File: src/urb_params.svh
// register offsets, field positions, reset values and frame constants of the receive buffer
`ifndef URB_PARAMS_SVH
`define URB_PARAMS_SVH
// ==========================================
// register offsets
`define URB_OFS_STATUS 2'h0
`define URB_OFS_CTRL_B 2'h1
`define URB_OFS_CTRL_C 2'h2
`define URB_OFS_DATA 2'h3
// ==========================================
// serial_status_reg fields
`define URB_ST_RXC 7
`define URB_ST_FRAME_ERR 4
`define URB_ST_OVERRUN 3
`define URB_ST_PAR_ERR 2
// ==========================================
// serial_control_reg_b fields
`define URB_CB_RX_IRQ_EN 7
`define URB_CB_RX_ENABLE 4
`define URB_CB_CSZ2 2
`define URB_CB_RX_NINTH 1
`define URB_CB_TX_NINTH 0
// ==========================================
// serial_control_reg_c fields
`define URB_CC_PAR_ENABLE 5
`define URB_CC_PAR_ODD 4
`define URB_CC_STOP_BITS 3
`define URB_CC_CSZ_HI 2
`define URB_CC_CSZ_LO 1
// ==========================================
// reset values and frame constants
`define URB_CB_RESET 8'h00
`define URB_CC_RESET 8'h06
`define URB_CSZ_NINE 3'h7
`define URB_MIN_BITS 4'h5
`define URB_NINE_BITS 4'h9
`endif

File: src/urb_pkg.sv
// types shared by the receive buffer logic
package urb_pkg;
  // receive frame sequencer states
  typedef enum logic [1:0] {ST_IDLE, ST_DATA, ST_PAR, ST_STOP} urb_state_type;
  // one receive buffer entry: character plus its error flags
  typedef struct packed {
    logic [8:0] data;
    logic frame_err;
    logic overrun;
    logic par_err;
  } urb_entry_type;
endpackage

File: src/urb_rx_buffer.sv
// receive shift register, two-entry receive buffer, status and register port
//
// Behaviour
// RQ1: software reads ninth bit and errors before the low data byte.
// RQ2: reading the data location pops the buffer; flags follow next entry.
// RQ3: receive-complete reads one exactly while unread data are buffered.
// RQ4: clearing receiver enable flushes the buffer at once.
// RQ5: interrupt stays high while enabled and receive-complete is one.
// RQ6: frame, overrun and parity errors are stored per buffer entry.
// RQ7: software writes to error flag positions are ignored.
// RQ8: software writes zero to error flag positions of status.
// RQ9: error flags never raise an interrupt.
// RQ10: frame error reflects only the first stop bit of the head entry.
// RQ11: overrun sets when buffer and shift register full and start arrives.
// RQ12: overrun clears once a frame moves from shift register to buffer.
// RQ13: parity error reads zero while parity checking is disabled.
// RQ14: checker runs when parity enable set; odd select picks sense.
// RQ15: parity error set if head failed check with checking enabled.
// RQ16: parity error holds until the data location is read.
// RQ17: disabling the receiver abandons any frame in progress immediately.
// RQ18: disabled receiver releases the serial input pin.
// RQ19: software reads status before data because data read pops.
// RQ20: software flushes by reading data until receive-complete clears.
// RQ21: on the first stop bit the frame moves toward the buffer.
// RQ22: a second stop bit is ignored.
// RQ23: unused upper data bits read as zero.
// RQ24: buffer holds two full entries fed by a separate shift register.
// RQ25: odd select zero means even parity, one means odd parity.
//
// The placing of the registers and the strobed register port were decided locally.
`timescale 1ns/1ps
`include "urb_params.svh"
module urb_rx_buffer #(
  parameter int DEPTH = 2
) (
  input wire logic SYS_CLK, // system clock, 50 MHz
  input wire logic SRST, // synchronous reset, active high
  input wire logic [1:0] ADDR, // register address
  input wire logic [7:0] WDATA, // register write data
  input wire logic WR, // write strobe
  input wire logic RD, // read strobe
  input wire logic START_DET, // pulse: validated start bit seen
  input wire logic BIT_STB, // pulse: one voted bit available
  input wire logic BIT_VAL, // voted value of that bit
  output logic [7:0] RDATA, // read data, cycle after the read strobe
  output logic RX_IRQ, // receive complete interrupt request
  output logic RX_PIN_OVERRIDE // high while receiver owns the input pin
);
  import urb_pkg::*;

  // ==========================================
  // state
  urb_state_type state_q, state_d;
  logic [3:0] bit_cnt_q, bit_cnt_d;
  logic [8:0] sh_q, sh_d;
  logic par_err_q, par_err_d;
  urb_entry_type hold_q, hold_d;
  logic hold_full_q, hold_full_d;
  logic ovr_pend_q, ovr_pend_d;
  urb_entry_type fifo_q [DEPTH];
  urb_entry_type fifo_d [DEPTH];
  logic [$clog2(DEPTH)-1:0] wr_ptr_q, wr_ptr_d, rd_ptr_q, rd_ptr_d;
  logic [$clog2(DEPTH):0] cnt_q, cnt_d;
  logic [7:0] ctrl_b_q, ctrl_b_d, ctrl_c_q, ctrl_c_d;
  logic [7:0] rdata_d;
  logic irq_d;
  logic rx_en, par_en, nonempty, push, pop;
  logic [2:0] csz;
  logic [3:0] nbits;
  urb_entry_type head;

  assign rx_en = ctrl_b_q[`URB_CB_RX_ENABLE];
  assign par_en = ctrl_c_q[`URB_CC_PAR_ENABLE];
  assign csz = {ctrl_b_q[`URB_CB_CSZ2], ctrl_c_q[`URB_CC_CSZ_HI], ctrl_c_q[`URB_CC_CSZ_LO]};
  assign nbits = (csz == `URB_CSZ_NINE) ? `URB_NINE_BITS : (`URB_MIN_BITS + {2'h0, csz[1:0]});
  assign nonempty = (cnt_q != '0);
  assign head = fifo_q[rd_ptr_q];
  // data read pops the head entry
  assign pop = RD && (ADDR == `URB_OFS_DATA) && nonempty && rx_en; // see RQ2
  // held frame enters the buffer whenever a slot is free after this cycle's pop
  assign push = hold_full_q && rx_en && ((cnt_q != DEPTH[$clog2(DEPTH):0]) || pop); // see RQ24

  // ==========================================
  // frame sequencer: assembles one character in the shift register
  always_comb begin
    state_d = state_q;
    bit_cnt_d = bit_cnt_q;
    sh_d = sh_q;
    par_err_d = par_err_q;
    hold_d = hold_q;
    hold_full_d = hold_full_q && !push;
    ovr_pend_d = ovr_pend_q && !push; // see RQ12
    case (state_q)
      ST_IDLE: begin
        if (START_DET) begin
          if (hold_full_q && !push) begin
            // shift register still occupied, buffer full: frame is lost
            ovr_pend_d = 1'b1; // see RQ11
          end else begin
            state_d = ST_DATA;
            bit_cnt_d = 4'h0;
            sh_d = 9'h000; // unused upper bits stay zero, see RQ23
          end
        end
      end
      ST_DATA: begin
        if (BIT_STB) begin
          sh_d[bit_cnt_q] = BIT_VAL;
          bit_cnt_d = bit_cnt_q + 4'h1;
          if (bit_cnt_q + 4'h1 == nbits) begin
            state_d = par_en ? ST_PAR : ST_STOP;
            par_err_d = 1'b0;
          end
        end
      end
      ST_PAR: begin
        if (BIT_STB) begin
          // even sense: total ones even; odd select inverts, see RQ14 and RQ25
          par_err_d = (^sh_q) ^ BIT_VAL ^ ctrl_c_q[`URB_CC_PAR_ODD];
          state_d = ST_STOP;
        end
      end
      ST_STOP: begin
        if (BIT_STB) begin
          // first stop bit completes the frame; any second one is ignored
          hold_d.data = sh_q; // see RQ21
          hold_d.frame_err = !BIT_VAL; // see RQ10
          hold_d.par_err = par_err_q && par_en; // see RQ15
          hold_d.overrun = 1'b0;
          hold_full_d = 1'b1;
          state_d = ST_IDLE; // see RQ22
        end
      end
      default: state_d = ST_IDLE;
    endcase
    if (!rx_en) begin
      // disable is immediate: the frame in flight is dropped
      state_d = ST_IDLE; // see RQ17
      hold_full_d = 1'b0;
      ovr_pend_d = 1'b0;
    end
  end

  always_ff @(posedge SYS_CLK) begin
    if (SRST) begin
      state_q <= ST_IDLE;
      bit_cnt_q <= 4'h0;
      sh_q <= 9'h000;
      par_err_q <= 1'b0;
      hold_q <= '0;
      hold_full_q <= 1'b0;
      ovr_pend_q <= 1'b0;
    end else begin
      state_q <= state_d;
      bit_cnt_q <= bit_cnt_d;
      sh_q <= sh_d;
      par_err_q <= par_err_d;
      hold_q <= hold_d;
      hold_full_q <= hold_full_d;
      ovr_pend_q <= ovr_pend_d;
    end
  end

  // ==========================================
  // receive buffer: entries carry their own error flags
  always_comb begin
    wr_ptr_d = wr_ptr_q;
    rd_ptr_d = rd_ptr_q;
    cnt_d = cnt_q;
    for (int i = 0; i < DEPTH; i++) begin
      fifo_d[i] = fifo_q[i];
    end
    if (push) begin
      fifo_d[wr_ptr_q] = hold_q; // see RQ6
      fifo_d[wr_ptr_q].overrun = ovr_pend_q;
      wr_ptr_d = (wr_ptr_q == $clog2(DEPTH)'(DEPTH - 1)) ? '0 : wr_ptr_q + 1'b1;
    end
    if (pop) begin
      rd_ptr_d = (rd_ptr_q == $clog2(DEPTH)'(DEPTH - 1)) ? '0 : rd_ptr_q + 1'b1;
    end
    // push and pop in one cycle leave the count unchanged, nothing is lost
    cnt_d = cnt_q + {{$clog2(DEPTH){1'b0}}, push} - {{$clog2(DEPTH){1'b0}}, pop};
    if (!rx_en) begin
      cnt_d = '0; // see RQ4
      rd_ptr_d = '0;
      wr_ptr_d = '0;
    end
  end

  always_ff @(posedge SYS_CLK) begin
    if (SRST) begin
      wr_ptr_q <= '0;
      rd_ptr_q <= '0;
      cnt_q <= '0;
      for (int i = 0; i < DEPTH; i++) begin
        fifo_q[i] <= '0;
      end
    end else begin
      wr_ptr_q <= wr_ptr_d;
      rd_ptr_q <= rd_ptr_d;
      cnt_q <= cnt_d;
      for (int i = 0; i < DEPTH; i++) begin
        fifo_q[i] <= fifo_d[i];
      end
    end
  end

  // ==========================================
  // register port: writes, registered read data and the interrupt line
  always_comb begin
    ctrl_b_d = ctrl_b_q;
    ctrl_c_d = ctrl_c_q;
    rdata_d = 8'h00;
    if (WR && ADDR == `URB_OFS_CTRL_B) begin
      // the ninth received bit is read only
      ctrl_b_d = WDATA & ~(8'h01 << `URB_CB_RX_NINTH);
    end
    if (WR && ADDR == `URB_OFS_CTRL_C) begin
      ctrl_c_d = WDATA;
    end
    // status writes change nothing, so error flags stay intact, see RQ7
    if (RD) begin
      case (ADDR)
        `URB_OFS_STATUS: begin
          rdata_d[`URB_ST_RXC] = nonempty; // see RQ3
          rdata_d[`URB_ST_FRAME_ERR] = nonempty && head.frame_err;
          rdata_d[`URB_ST_OVERRUN] = nonempty && head.overrun;
          rdata_d[`URB_ST_PAR_ERR] = nonempty && head.par_err && par_en; // see RQ13 and RQ16
        end
        `URB_OFS_CTRL_B: begin
          rdata_d = ctrl_b_q;
          rdata_d[`URB_CB_RX_NINTH] = nonempty && head.data[8];
        end
        `URB_OFS_CTRL_C: rdata_d = ctrl_c_q;
        `URB_OFS_DATA: rdata_d = nonempty ? head.data[7:0] : 8'h00;
        default: rdata_d = 8'h00;
      endcase
    end
    // only the buffer level drives the request; error flags never do
    irq_d = ctrl_b_d[`URB_CB_RX_IRQ_EN] && (cnt_d != '0); // see RQ5 and RQ9
  end

  always_ff @(posedge SYS_CLK) begin
    if (SRST) begin
      ctrl_b_q <= `URB_CB_RESET;
      ctrl_c_q <= `URB_CC_RESET;
      RDATA <= 8'h00;
      RX_IRQ <= 1'b0;
      RX_PIN_OVERRIDE <= 1'b0;
    end else begin
      ctrl_b_q <= ctrl_b_d;
      ctrl_c_q <= ctrl_c_d;
      RDATA <= rdata_d;
      RX_IRQ <= irq_d;
      RX_PIN_OVERRIDE <= ctrl_b_d[`URB_CB_RX_ENABLE]; // see RQ18
    end
  end
endmodule

File: config.mk
export PLATFORM = sky130hd
export DESIGN_NAME = urb_rx_buffer
export DESIGN_NICKNAME = d
export VERILOG_FILES = /design/src/urb_pkg.sv /design/src/urb_rx_buffer.sv
export VERILOG_INCLUDE_DIRS = /design/src
export SDC_FILE = /design/constraint.sdc
export NUM_CORES = 1
export LEC_CHECK = 0
export BUFFER_PORTS_ARGS = -buffer_cell sky130_fd_sc_hd__clkbuf_2
export CORE_ASPECT_RATIO = 0.6
export CORE_MARGIN = 3
export CORE_UTILIZATION = 40
export CTS_CLUSTER_DIAMETER = 60
export CTS_CLUSTER_SIZE = 20
export DETAILED_ROUTE_END_ITERATION = 6
export SYNTH_ARGS = -nofsm -noshare
export SYNTH_HDL_FRONTEND = slang
export SYNTH_SLANG_ARGS = --single-unit
File: constraint.sdc
create_clock -name SYS_CLK -period 5.86 [get_ports SYS_CLK]
set_input_delay 0 -clock SYS_CLK [delete_from_list [all_inputs] [get_ports SYS_CLK]]
set_output_delay 0 -clock SYS_CLK [all_outputs]
set_load 0.02 [all_outputs]
Word-level counts from Yosys, hierarchy flattened
Memory sizes are Yosys's and may differ from the RTL's. A register that Yosys moved wholly into a read port is not among the register bits.
Cells that the tools add are included.
{"block": "classes", "addsub": 6, "n_lt_le_gt_ge": 4, "n_eq_ne": 15, "muxes": 52, "n_bitwise": 7, "reduce_logical": 34}
{"op": "24-bit bitwise mux", "n": 2}
{"op": "12-bit two-way mux", "n": 3}
{"op": "9-bit two-way mux", "n": 3}
{"op": "12-bit demux with 1-bit select", "n": 2}
{"op": "24-bit two-way mux", "n": 1}
{"op": "1-bit logical AND", "n": 18}
{"op": "9-bit one-hot mux with 2 select lines", "n": 1}
{"op": "1-bit two-way mux", "n": 17}
{"op": "2-bit two-way mux", "n": 8}
{"op": "4-bit two-way mux", "n": 4}
{"op": "8-bit two-way mux", "n": 2}
{"op": "2-bit != test, second input constant", "n": 7}
{"op": "2-bit one-hot mux with 3 select lines", "n": 2}
{"op": "3-bit one-hot mux with 4 select lines", "n": 1}
{"op": "9-bit bitwise mux", "n": 1}
{"op": "9-bit parity", "n": 1}
{"op": "2-bit equality test, second input constant", "n": 4}
{"op": "2-bit one-hot mux with 4 select lines", "n": 1}
{"op": "4-bit one-hot mux with 2 select lines", "n": 1}
{"op": "4-bit AND reduction", "n": 2}
{"op": "2-bit nonzero test", "n": 4}
{"op": "6-bit AND reduction", "n": 1}
{"op": "4-bit by 5-bit < comparator with 1-bit output, second input constant", "n": 1}
{"op": "3-bit by 2-bit adder with 4-bit output, first input constant", "n": 1}
{"op": "22 further kinds", "n": 30}
{"block": "word_totals", "ff_bits": 58, "mem_bits_rw": 24, "input_bits": 17, "output_inout_bits": 10, "word_cells": 137, "memories": 1}
{"name": "fifo_q", "depth": 2, "word_bits": 12, "read_ports": 3, "rd_ports_with_merged_regs": 1, "wr": 2, "line_no": "urb_rx_buffer.sv:60", "rtl": "urb_entry_type fifo_q [DEPTH];"}

Logic depth before layout (Yosys ltp)
Gate-level depths: netlist of run 1.
{"block": "logic_depth", "depth_word": 11, "ltp_mapped": 10, "ltp_nobuf": 9}

Least setup slack after synthesis of run 1
Ideal clock, no wire load.
{"block": "synth_timing", "kind": "register to register", "from": "register cnt_q[1]", "to": "register RX_IRQ", "setup_time_ns": 0.116, "arrival_time_ns": 1.835, "required_time_ns": 5.744, "setup_slack_ns": 3.910, "path_stages_with_launch": 10, "n_path_buf": 0, "synth_period_minus_slack_ns": 1.950, "path_cell_list": "dfxtp_1 > o211a_1 > and3_1 > ha_1 > inv_1 > ha_1 > xor2_1 > xnor2_1 > nand2b_1 > and3_1"}
{"block": "synth_between", "elab_chain_len": 10, "elab_cells_between_ends": 11, "cone_classes": "add/sub: 2; eq/ne: 1; mux: 1; reduce/logical: 7"}
{"element": "start, declared", "line_no": "urb_rx_buffer.sv:63", "rtl": "logic [$clog2(DEPTH):0] cnt_q, cnt_d;"}
{"element": "start signal, assigned", "line_no": "urb_rx_buffer.sv:201", "rtl": "cnt_q <= cnt_d;"}
{"element": "2-bit nonzero test *", "line_no": "urb_rx_buffer.sv:76", "rtl": "assign nonempty = (cnt_q != '0);"}
{"element": "1-bit logical AND * (2 in series)", "line_no": "urb_rx_buffer.sv:79", "rtl": "assign pop = RD && (ADDR == `URB_OFS_DATA) && nonempty && rx_en;"}
{"element": "via pop", "line_no": "urb_rx_buffer.sv:67", "rtl": "logic rx_en, par_en, nonempty, push, pop;"}
{"element": "1-bit logical OR", "line_no": "urb_rx_buffer.sv:81", "rtl": "assign push = hold_full_q && rx_en && ((cnt_q != DEPTH[$clog2(DEPTH):0]) || pop);"}
{"element": "1-bit logical AND", "line_no": "urb_rx_buffer.sv:81"}
{"element": "2-bit by 1-bit adder with 2-bit output", "line_no": "urb_rx_buffer.sv:182", "rtl": "cnt_d = cnt_q + {{$clog2(DEPTH){1'b0}}, push} - {{$clog2(DEPTH){1'b0}}, pop};"}
{"element": "2-bit by 1-bit subtractor with 2-bit output *", "line_no": "urb_rx_buffer.sv:182"}
{"element": "2-bit two-way mux *", "line_no": "urb_rx_buffer.sv:183", "rtl": "if (!rx_en) begin"}
{"element": "2-bit nonzero test *", "line_no": "urb_rx_buffer.sv:240", "rtl": "irq_d = ctrl_b_d[`URB_CB_RX_IRQ_EN] && (cnt_d != '0);"}
{"element": "1-bit logical AND *", "line_no": "urb_rx_buffer.sv:240"}
{"element": "end signal, assigned", "line_no": "urb_rx_buffer.sv:254", "rtl": "RX_IRQ <= irq_d;"}
{"element": "end, declared", "line_no": "urb_rx_buffer.sv:46", "rtl": "output logic RX_IRQ,"}
Mark *: on every way through the listed nets, which the timed path passes. The rest lies on a longest branch.
A chain may end at the register's enable or synchronous reset.

Final worst setup path of run 1
Same ends and word-level chain as after synthesis.

==> results of run 1 <==
[critical path: stages, from the launching register on]
cell,delay [ps]
sky130_fd_sc_hd__dfxtp_1,350
sky130_fd_sc_hd__o211a_1,370
sky130_fd_sc_hd__and3_1,270
sky130_fd_sc_hd__ha_1,280
sky130_fd_sc_hd__inv_1,40
sky130_fd_sc_hd__ha_1,180
sky130_fd_sc_hd__xor2_1,150
sky130_fd_sc_hd__xnor2_1,220
sky130_fd_sc_hd__nand2b_1,80
sky130_fd_sc_hd__and3_1,180
[cells in the mapped netlist (2+ instances only)]
| master | n |
|---|---|
| sky130_fd_sc_hd__nor3_1 | 2 |
| sky130_fd_sc_hd__ha_1 | 11 |
| sky130_fd_sc_hd__xor2_1 | 5 |
| sky130_fd_sc_hd__and2_1 | 3 |
| sky130_fd_sc_hd__buf_2 | 5 |
| sky130_fd_sc_hd__a222oi_1 | 6 |
| sky130_fd_sc_hd__o211ai_1 | 2 |
| sky130_fd_sc_hd__a21oi_1 | 54 |
| sky130_fd_sc_hd__o21ai_0 | 10 |
| sky130_fd_sc_hd__mux2i_1 | 16 |
| sky130_fd_sc_hd__o22ai_1 | 2 |
| sky130_fd_sc_hd__and3_1 | 3 |
| sky130_fd_sc_hd__o21ai_1 | 3 |
| sky130_fd_sc_hd__mux2_2 | 7 |
| sky130_fd_sc_hd__nand2b_1 | 4 |
| sky130_fd_sc_hd__nor2_1 | 36 |
| sky130_fd_sc_hd__nand3_1 | 24 |
| sky130_fd_sc_hd__dfxtp_1 | 82 |
| sky130_fd_sc_hd__nand4_1 | 4 |
| sky130_fd_sc_hd__buf_1 | 3 |
| sky130_fd_sc_hd__xnor2_1 | 11 |
| sky130_fd_sc_hd__a211oi_1 | 4 |
| sky130_fd_sc_hd__a31oi_1 | 3 |
| sky130_fd_sc_hd__nand2_1 | 86 |
| sky130_fd_sc_hd__buf_6 | 2 |
| sky130_fd_sc_hd__nor2b_1 | 4 |
| sky130_fd_sc_hd__inv_1 | 11 |
| sky130_fd_sc_hd__clkbuf_1 | 14 |
[stage by stage]
step,power (W),setup slack [ps]
2_1_floorplan,0.0006130,3910
3_3_place_gp,0.0006313,3772
3_5_place_dp,0.0006318,3717
4_1_cts,0.001222,3687
5_1_grt,0.001256,3490
6_report,0.001210,3638
[timing repair]
item / in CTS / in global routing
hold endpoints to repair: 17 / 0
hold buffers: 9 / 0
endpoints found under the setup margin: 0 / 0
buffers inserted: 0 / 0
[worst min-delay path by stage]
stage,endpoint,from,cells past startpoint
global route,ovr_pend_q,START_DET,3
finish,ovr_pend_q,START_DET,3
CTS,ovr_pend_q,START_DET,3
global placement,ctrl_c_q[5],WDATA[5],3
detailed placement,ctrl_c_q[1],WDATA[1],3
floorplan,hold_q[2],BIT_VAL,1
[layout make-up]
cell class	count	area share
Sequential cell	82	0.3806
Inverter	12	0.01102
Multi-Input combinational cell	319	0.4479
Timing Repair Buffer	37	0.05454
Clock inverter	3	0.01073
Tap cell	112	0.03249
Clock buffer	13	0.06266
[routing by layer]
| metal | vias to the layer above | global-route usage |
|---|---|---|
| li1 | 1568 | - |
| met1 | 1485 | 0.3006 |
| met2 | 120 | 0.2360 |
| met3 | 12 | 0.05322 |
| met4 | 0 | 0.05955 |
| met5 | - | 0 |
[power by group through the flow]
| stage | logic (W) | registers (W) | clock network, W |
|---|---|---|---|
| 2_1_floorplan | 0.0000356 | 0.000577 | 0 |
| 3_3_place_gp | 0.0000535 | 0.000578 | 0 |
| 3_5_place_dp | 0.0000541 | 0.000578 | 0 |
| 4_1_cts | 0.0000592 | 0.000565 | 0.000598 |
| 5_1_grt | 0.0000658 | 0.000566 | 0.000624 |
| 6_report | 0.0000599 | 0.000565 | 0.000585 |
[cell families (layout without fill, tap and decap cells)]
group	after synthesis	after routing	synth area share
AO/OA/AOI/OAI	98	98	0.1744
buffers and inverters	37	65	0.04385
flip-flops	82	82	0.4392
adder cells (fa/ha/maj)	11	11	0.03683
AND/OR/NAND/NOR	169	169	0.1942
XOR/XNOR	16	16	0.03749
multiplexers	25	25	0.07399
[registers in the layout (all words and copies together) (netlist names), named ones only]
| name | count |
|---|---|
| ctrl_b_q | 7 |
| ctrl_c_q | 8 |
| state_q | 2 |
| RX_IRQ | 1 |
| hold_q | 11 |
| fifo_q | 24 |
| wr_ptr_q | 1 |
| par_err_q | 1 |
| RDATA | 8 |
| hold_full_q | 1 |
| rd_ptr_q | 1 |
| sh_q | 9 |
| cnt_q | 2 |
| bit_cnt_q | 4 |
| ovr_pend_q | 1 |
==> metrics.txt, run 1 <==
run status finished, final reports clean; net load switching power 0.0002608 W; row count 26; Post-DRT Antenna Nets 0; number of cells in the design after placement 553; initial DRC count 278; post-route DRC violation count 0; grt total ovfl 0; Max Buffers Root-to-Sink 2; tightest hold margin ~65 ps; instance area at placement 0.003906 mm2; total via count after detailed routing 3185; placeable core region 0.008783 mm2; TritonRoute pass-1 iters 6; largest net degree at the start of global routing 58; footprint of the multi-input gates 0.001932 mm2; top achievable clock speed 450.1 MHz; Clk Latency, worst-skew pair 340 ps; Yosys reg bits 82; Syn Area/Cell roughly 8.5 um2; static power due to leakage roughly 1.7 nW; Slew @ Worst Pin 1001 ps; Syn-to-layout area delta 15.40%; placer congestion estimate 0.8054; register-to-register path setup slack 3640 ps; number of buffers added by the clock tree synthesis step 9; Sinks on Clock Net 82; net count after synthesis 466; Cell Count, Final, Fillers Out around 580; fraction of registers with async set or reset after synthesis 0; metal3 WL approximately 680 um; number of levels in the clock H-tree 3; biggest area consumer among synthesized cells sky130_fd_sc_hd__dfxtp_1; post-synthesis instance area 0.003737 mm2; class of the tightest hold or removal check in -> reg; Post-layout nets 489; accumulated negative setup slack 0 ps; DP Wirelength 6621 um; Finished Cell Area 0.004313 mm2; clock edge transition at the registers on the reported setup and hold paths about 60 ps; share of the synthesized area in the top cell type 0.4392; die area 0.01058 mm2; max-slew violations 0; CP Data Arrival Time approximately 2500 ps; cell area power density 280.5 mW/mm2; Yosys cell types 49; combined flip-flop and latch cell area 0.001642 mm2; Reg-to-Reg Start cnt_q[1]; detailed route wirelength on metal2 3613 um; Final Hold Violating Endpoints 0; total internal power 0.0009491 W; Die Ht 80.88 um; final core utilization 0.4910; I/O Pins 27; setup repair after global routing missed its margin no; Initial Utilization 0.4255; required time at the endpoint of the critical path about 6100 ps; maximum vdd drop 0.1452 mV; prevailing post-synth register cell sky130_fd_sc_hd__dfxtp_1; class of the most critical setup path reg -> reg; number of antenna violations at the first check in global routing 0; number of warnings reported in the yosys synthesis log 0; total of endpoints with negative setup slack in the final report 0; end point of the critical path RX_IRQ; number of global-route vias before repair 2838; end of the worst register-to-register path RX_IRQ; All-Layer GR Usage 0.1888; maximum capacitance violations 0; count of buffers from port buffering 26; via/cell ratio 5.510; number of synthesized flops with an enable pin 0; combinational cell fraction of total power 0.049; count of mapped cells out of synthesis 438; most common cell after layout, fill and taps aside sky130_fd_sc_hd__nand2_1; Clk network pwr share 0.483; worst-case headroom to the max-slew limit 0.3300; detailed-routing wirelength on met1 5038 um; leading post-synthesis cells by cell area sky130_fd_sc_hd__dfxtp_1 44%, sky130_fd_sc_hd__nand2_1 8.6%, sky130_fd_sc_hd__a21oi_1 7.2%; die outline width 130.8 um; Filler Cells Inserted 834; ratio of cells with drive above 1 in the final layout 0.1330; register share of total power 0.467; TritonCTS clock tree yes; commonest cells after routing, fill and taps aside 86 x sky130_fd_sc_hd__nand2_1, 82 x sky130_fd_sc_hd__dfxtp_1, 54 x sky130_fd_sc_hd__a21oi_1, 36 x sky130_fd_sc_hd__nor2_1, 26 x sky130_fd_sc_hd__clkbuf_2; first-pass GRT wire length ~15000 um; proportion of total power due to net switching 0.2155; number of gates given a new drive strength after cts 0; startpoint type of the worst setup path flip-flop; maximum fanout encountered on the critical timing path 8; nature of the critical path endpoint flip-flop; sequential element share of the synthesized area 0.4392; Worst Skew 6.601 ps; Critical path origin cnt_q[1]; routed wirelength normalized by instance count 16.33 um; uppermost signal routing layer after detailed routing met4; shortest period the worst path allows 2222 ps; final WL 9437 um; number of inserted diodes 0; master cell of the clock root buffer sky130_fd_sc_hd__clkbuf_16; share of the clock period used by the worst path after layout 0.3792; worst reg2reg path depth 9
(Power assumes the default switching activity.)
==> run 2: changes to the inputs <==
Clock period 5.86 ns to 2.3 ns, I/O delays scaled along.
==> run 2 against run 1 <==
  * Sequential share of layout area down 0.66 points
  * Final area up 1.8%
  * Die area unchanged
  * Highest routed layer unchanged
  * Clock-buffer cell count down 3
  * Sequential power rose to 2.5 times the previous value
  * Clock skew down 2.7 ps
  * Largest power group unchanged
  * Cell count up 1.2%
  * Largest cell class unchanged
  * Setup slack worse by 3400 ps
  * First-iteration DRC count up 0.72%
==> metrics.txt, run 2 (synthesis gave the netlist of run 1 again) <==
share of the clock period used by the worst path after layout 0.9109 (+0.5317); detailed route wirelength on metal2 3725 um (+3.1%); number of global-route vias before repair 2982 (+5.1%); number of buffers added by the clock tree synthesis step 9 (unchanged); number of setup buffers added after CTS 0 (unchanged); standard cell with the maximum stage delay on the critical path sky130_fd_sc_hd__o41ai_4; Critical path origin bit_cnt_q[0]; DP Wirelength 6952 um (+5.0%); number of antenna violations at the first check in global routing 0 (unchanged); class of the most critical setup path reg -> reg; shortest period the worst path allows 2095 ps (-126.9 ps); maximum vdd drop 0.3701 mV (+150%); Reg-to-Reg Start bit_cnt_q[0]; Post-layout nets 497 (+1.6%); Syn-to-layout area delta 17.44%; end of the worst register-to-register path state_q[1]; max-slew violations 0 (unchanged); Post-DRT Antenna Nets 0 (unchanged); total of endpoints with negative setup slack in the final report 0 (unchanged); TritonCTS clock tree yes; worst reg2reg path depth 5 (-4); required time at the endpoint of the critical path 2530 ps (-3560 ps); register-to-register path setup slack 200 ps (-3430 ps); Filler Cells Inserted 840 (+0.72%); placer congestion estimate 0.8708 (+8.1%); static power due to leakage 1.732 nW (+3.0%); class of the tightest hold or removal check in -> reg; largest registers fifo_q (24), hold_q (11), sh_q (9); Worst Hold End RDATA[1]; biggest cell delay along the critical path 520 ps (+150 ps); Final Hold Violating Endpoints 0 (unchanged); die area 0.01058 mm2 (unchanged); TritonRoute pass-1 iters 5 (-1); metal3 WL 775 um (+14%); Top reg by flops fifo_q; worst-case headroom to the max-slew limit 0.6133 (+0.2833); Worst Hold Depth 3 (unchanged); cell area power density 731.4 mW/mm2 (+160%); top achievable clock speed 477.3 MHz (+6.1%); Max Buffers Root-to-Sink 2 (unchanged); startpoint type of the worst setup path flip-flop; first-pass GRT wire length 15950 um (+5.5%); via/cell ratio 5.501 (-0.17%); setup repair after global routing missed its margin no; maximum fanout encountered on the critical timing path 10 (+2); flip-flop count of the largest register after layout 24 (unchanged); uppermost signal routing layer after detailed routing met4; row count 26 (unchanged); post-route DRC violation count 0 (unchanged); commonest cells after routing, fill and taps aside 86 x sky130_fd_sc_hd__nand2_1, 82 x sky130_fd_sc_hd__dfxtp_1, 54 x sky130_fd_sc_hd__a21oi_1, 36 x sky130_fd_sc_hd__nor2_1, 26 x sky130_fd_sc_hd__clkbuf_2; count of buffers from port buffering 26 (unchanged); Sinks on Clock Net 82 (unchanged); launch instance of the worst min-delay path ADDR[0]; final WL 9611 um (+1.8%); Die Ht 80.88 um (unchanged); initial DRC count 280 (+0.72%); grt total ovfl 0 (unchanged); Initial Utilization 0.4255 (unchanged); most common cell after layout, fill and taps aside sky130_fd_sc_hd__nand2_1; accumulated negative setup slack 0 ps (unchanged); Total Power Consumption 0.003210 W (+170%); number of levels in the clock H-tree 3 (unchanged); Slew @ Worst Pin 579.5 ps (-421.8 ps); detailed-routing wirelength on met1 5040 um (about the same); CP Data Arrival Time 2320 ps (-130 ps); routed wirelength normalized by instance count 16.43 um (+0.63%); largest net degree at the start of global routing 45 (-22%); number of inserted diodes 0 (unchanged); die outline width 130.8 um (unchanged); Worst Skew 3.874 ps (-2.727 ps); placeable core region 0.008783 mm2 (unchanged); Clk Latency, worst-skew pair 340 ps (about the same); total via count after detailed routing 3218 (+1.0%); cell-by-cell listing of the critical path ha_1 -> a211oi_1 -> o41ai_4 -> a211oi_1 -> a41o_1; most repeated library cell on the critical path sky130_fd_sc_hd__a211oi_1; I/O Pins 27 (unchanged); nature of the critical path endpoint flip-flop; maximum capacitance violations 0 (unchanged); ratio of cells with drive above 1 in the final layout 0.1459 (+0.01283); All-Layer GR Usage 0.1957 (+0.006825); clock edge transition at the registers on the reported setup and hold paths 60 ps (about the same); master cell of the clock root buffer sky130_fd_sc_hd__clkbuf_16; run status finished, final reports clean
-- run 2: cell count changes in the layout (fill, tap and decap cells not counted) --
cell                         previous run  this run
sky130_fd_sc_hd__buf_4                  2        10
sky130_fd_sc_hd__bufinv_16              1         3
sky130_fd_sc_hd__clkbuf_8               3         0
sky130_fd_sc_hd__clkinv_2               0         1
sky130_fd_sc_hd__clkinvlp_4             1         0
-- run 2: worst max path at each step --
stage                  to  slack [ps]  cells past startpoint
2_1_floorplan      RX_IRQ         350                      9
3_3_place_gp       RX_IRQ         340                      9
3_5_place_dp   state_q[1]         250                      5
4_1_cts        state_q[1]         240                      5
5_1_grt            RX_IRQ          90                      9
6_report       state_q[1]         200                      5
-- run 2: per-stage QoR --
stage | setup slack, ps | util | hold WS [ps] | area (um2) | std cells
global route | 91.07 | 0.4997 | 76.43 | 4389 | 585
global placement | 339.9 | 0.4516 | 251.3 | 3966 | 561
detailed placement | 249.2 | 0.4516 | 258.0 | 3966 | 561
finish | 205.0 | 0.4997 | 72.08 | 4389 | 585
CTS | 237.4 | 0.4997 | 45.46 | 4389 | 585
floorplan | 349.8 | - | 95.61 | 3737 | 438
-- run 2: power breakdown --
part / internal, W / leakage (nW) / switching [W]
logic: 0.0000577 / 0.908 / 0.0000971
registers: 0.00143 / 0.662 / 0.00000929
clock network: 0.00105 / 0.163 / 0.000560
total: 0.00254 / 1.73 / 0.000667
-- run 2: layer usage --
layer  track usage  vias to the layer above
met4       0.04107                        0
met1        0.3031                     1528
met3       0.06702                       10
met2        0.2558                      102
met5             0                        -
li1              -                     1578
-- run 2: cell type report --
cell class	count	area (um2)	area share
sequential	82	1642	0.3740
clock inverter	5	103.9	0.02366
tap	112	140.1	0.03193
clock buffer	10	229.0	0.05217
timing repair buffer	45	295.3	0.06727
inverter	12	47.55	0.01083
multi-input combinational	319	1932	0.4401
-- run 2: worst max-delay path, delay by kind of cell, from the launching register on --
family | cells | cell delay, ps
compound gates | 4 | 1060
fa+ha+maj | 1 | 420
flops | 1 | 510
-- run 2: what timing repair did --
| item | in CTS | in global routing |
|---|---|---|
| hold buffers | 9 | 0 |
| hold endpoints to repair | 16 | 0 |
| gates resized for setup | 0 | 0 |
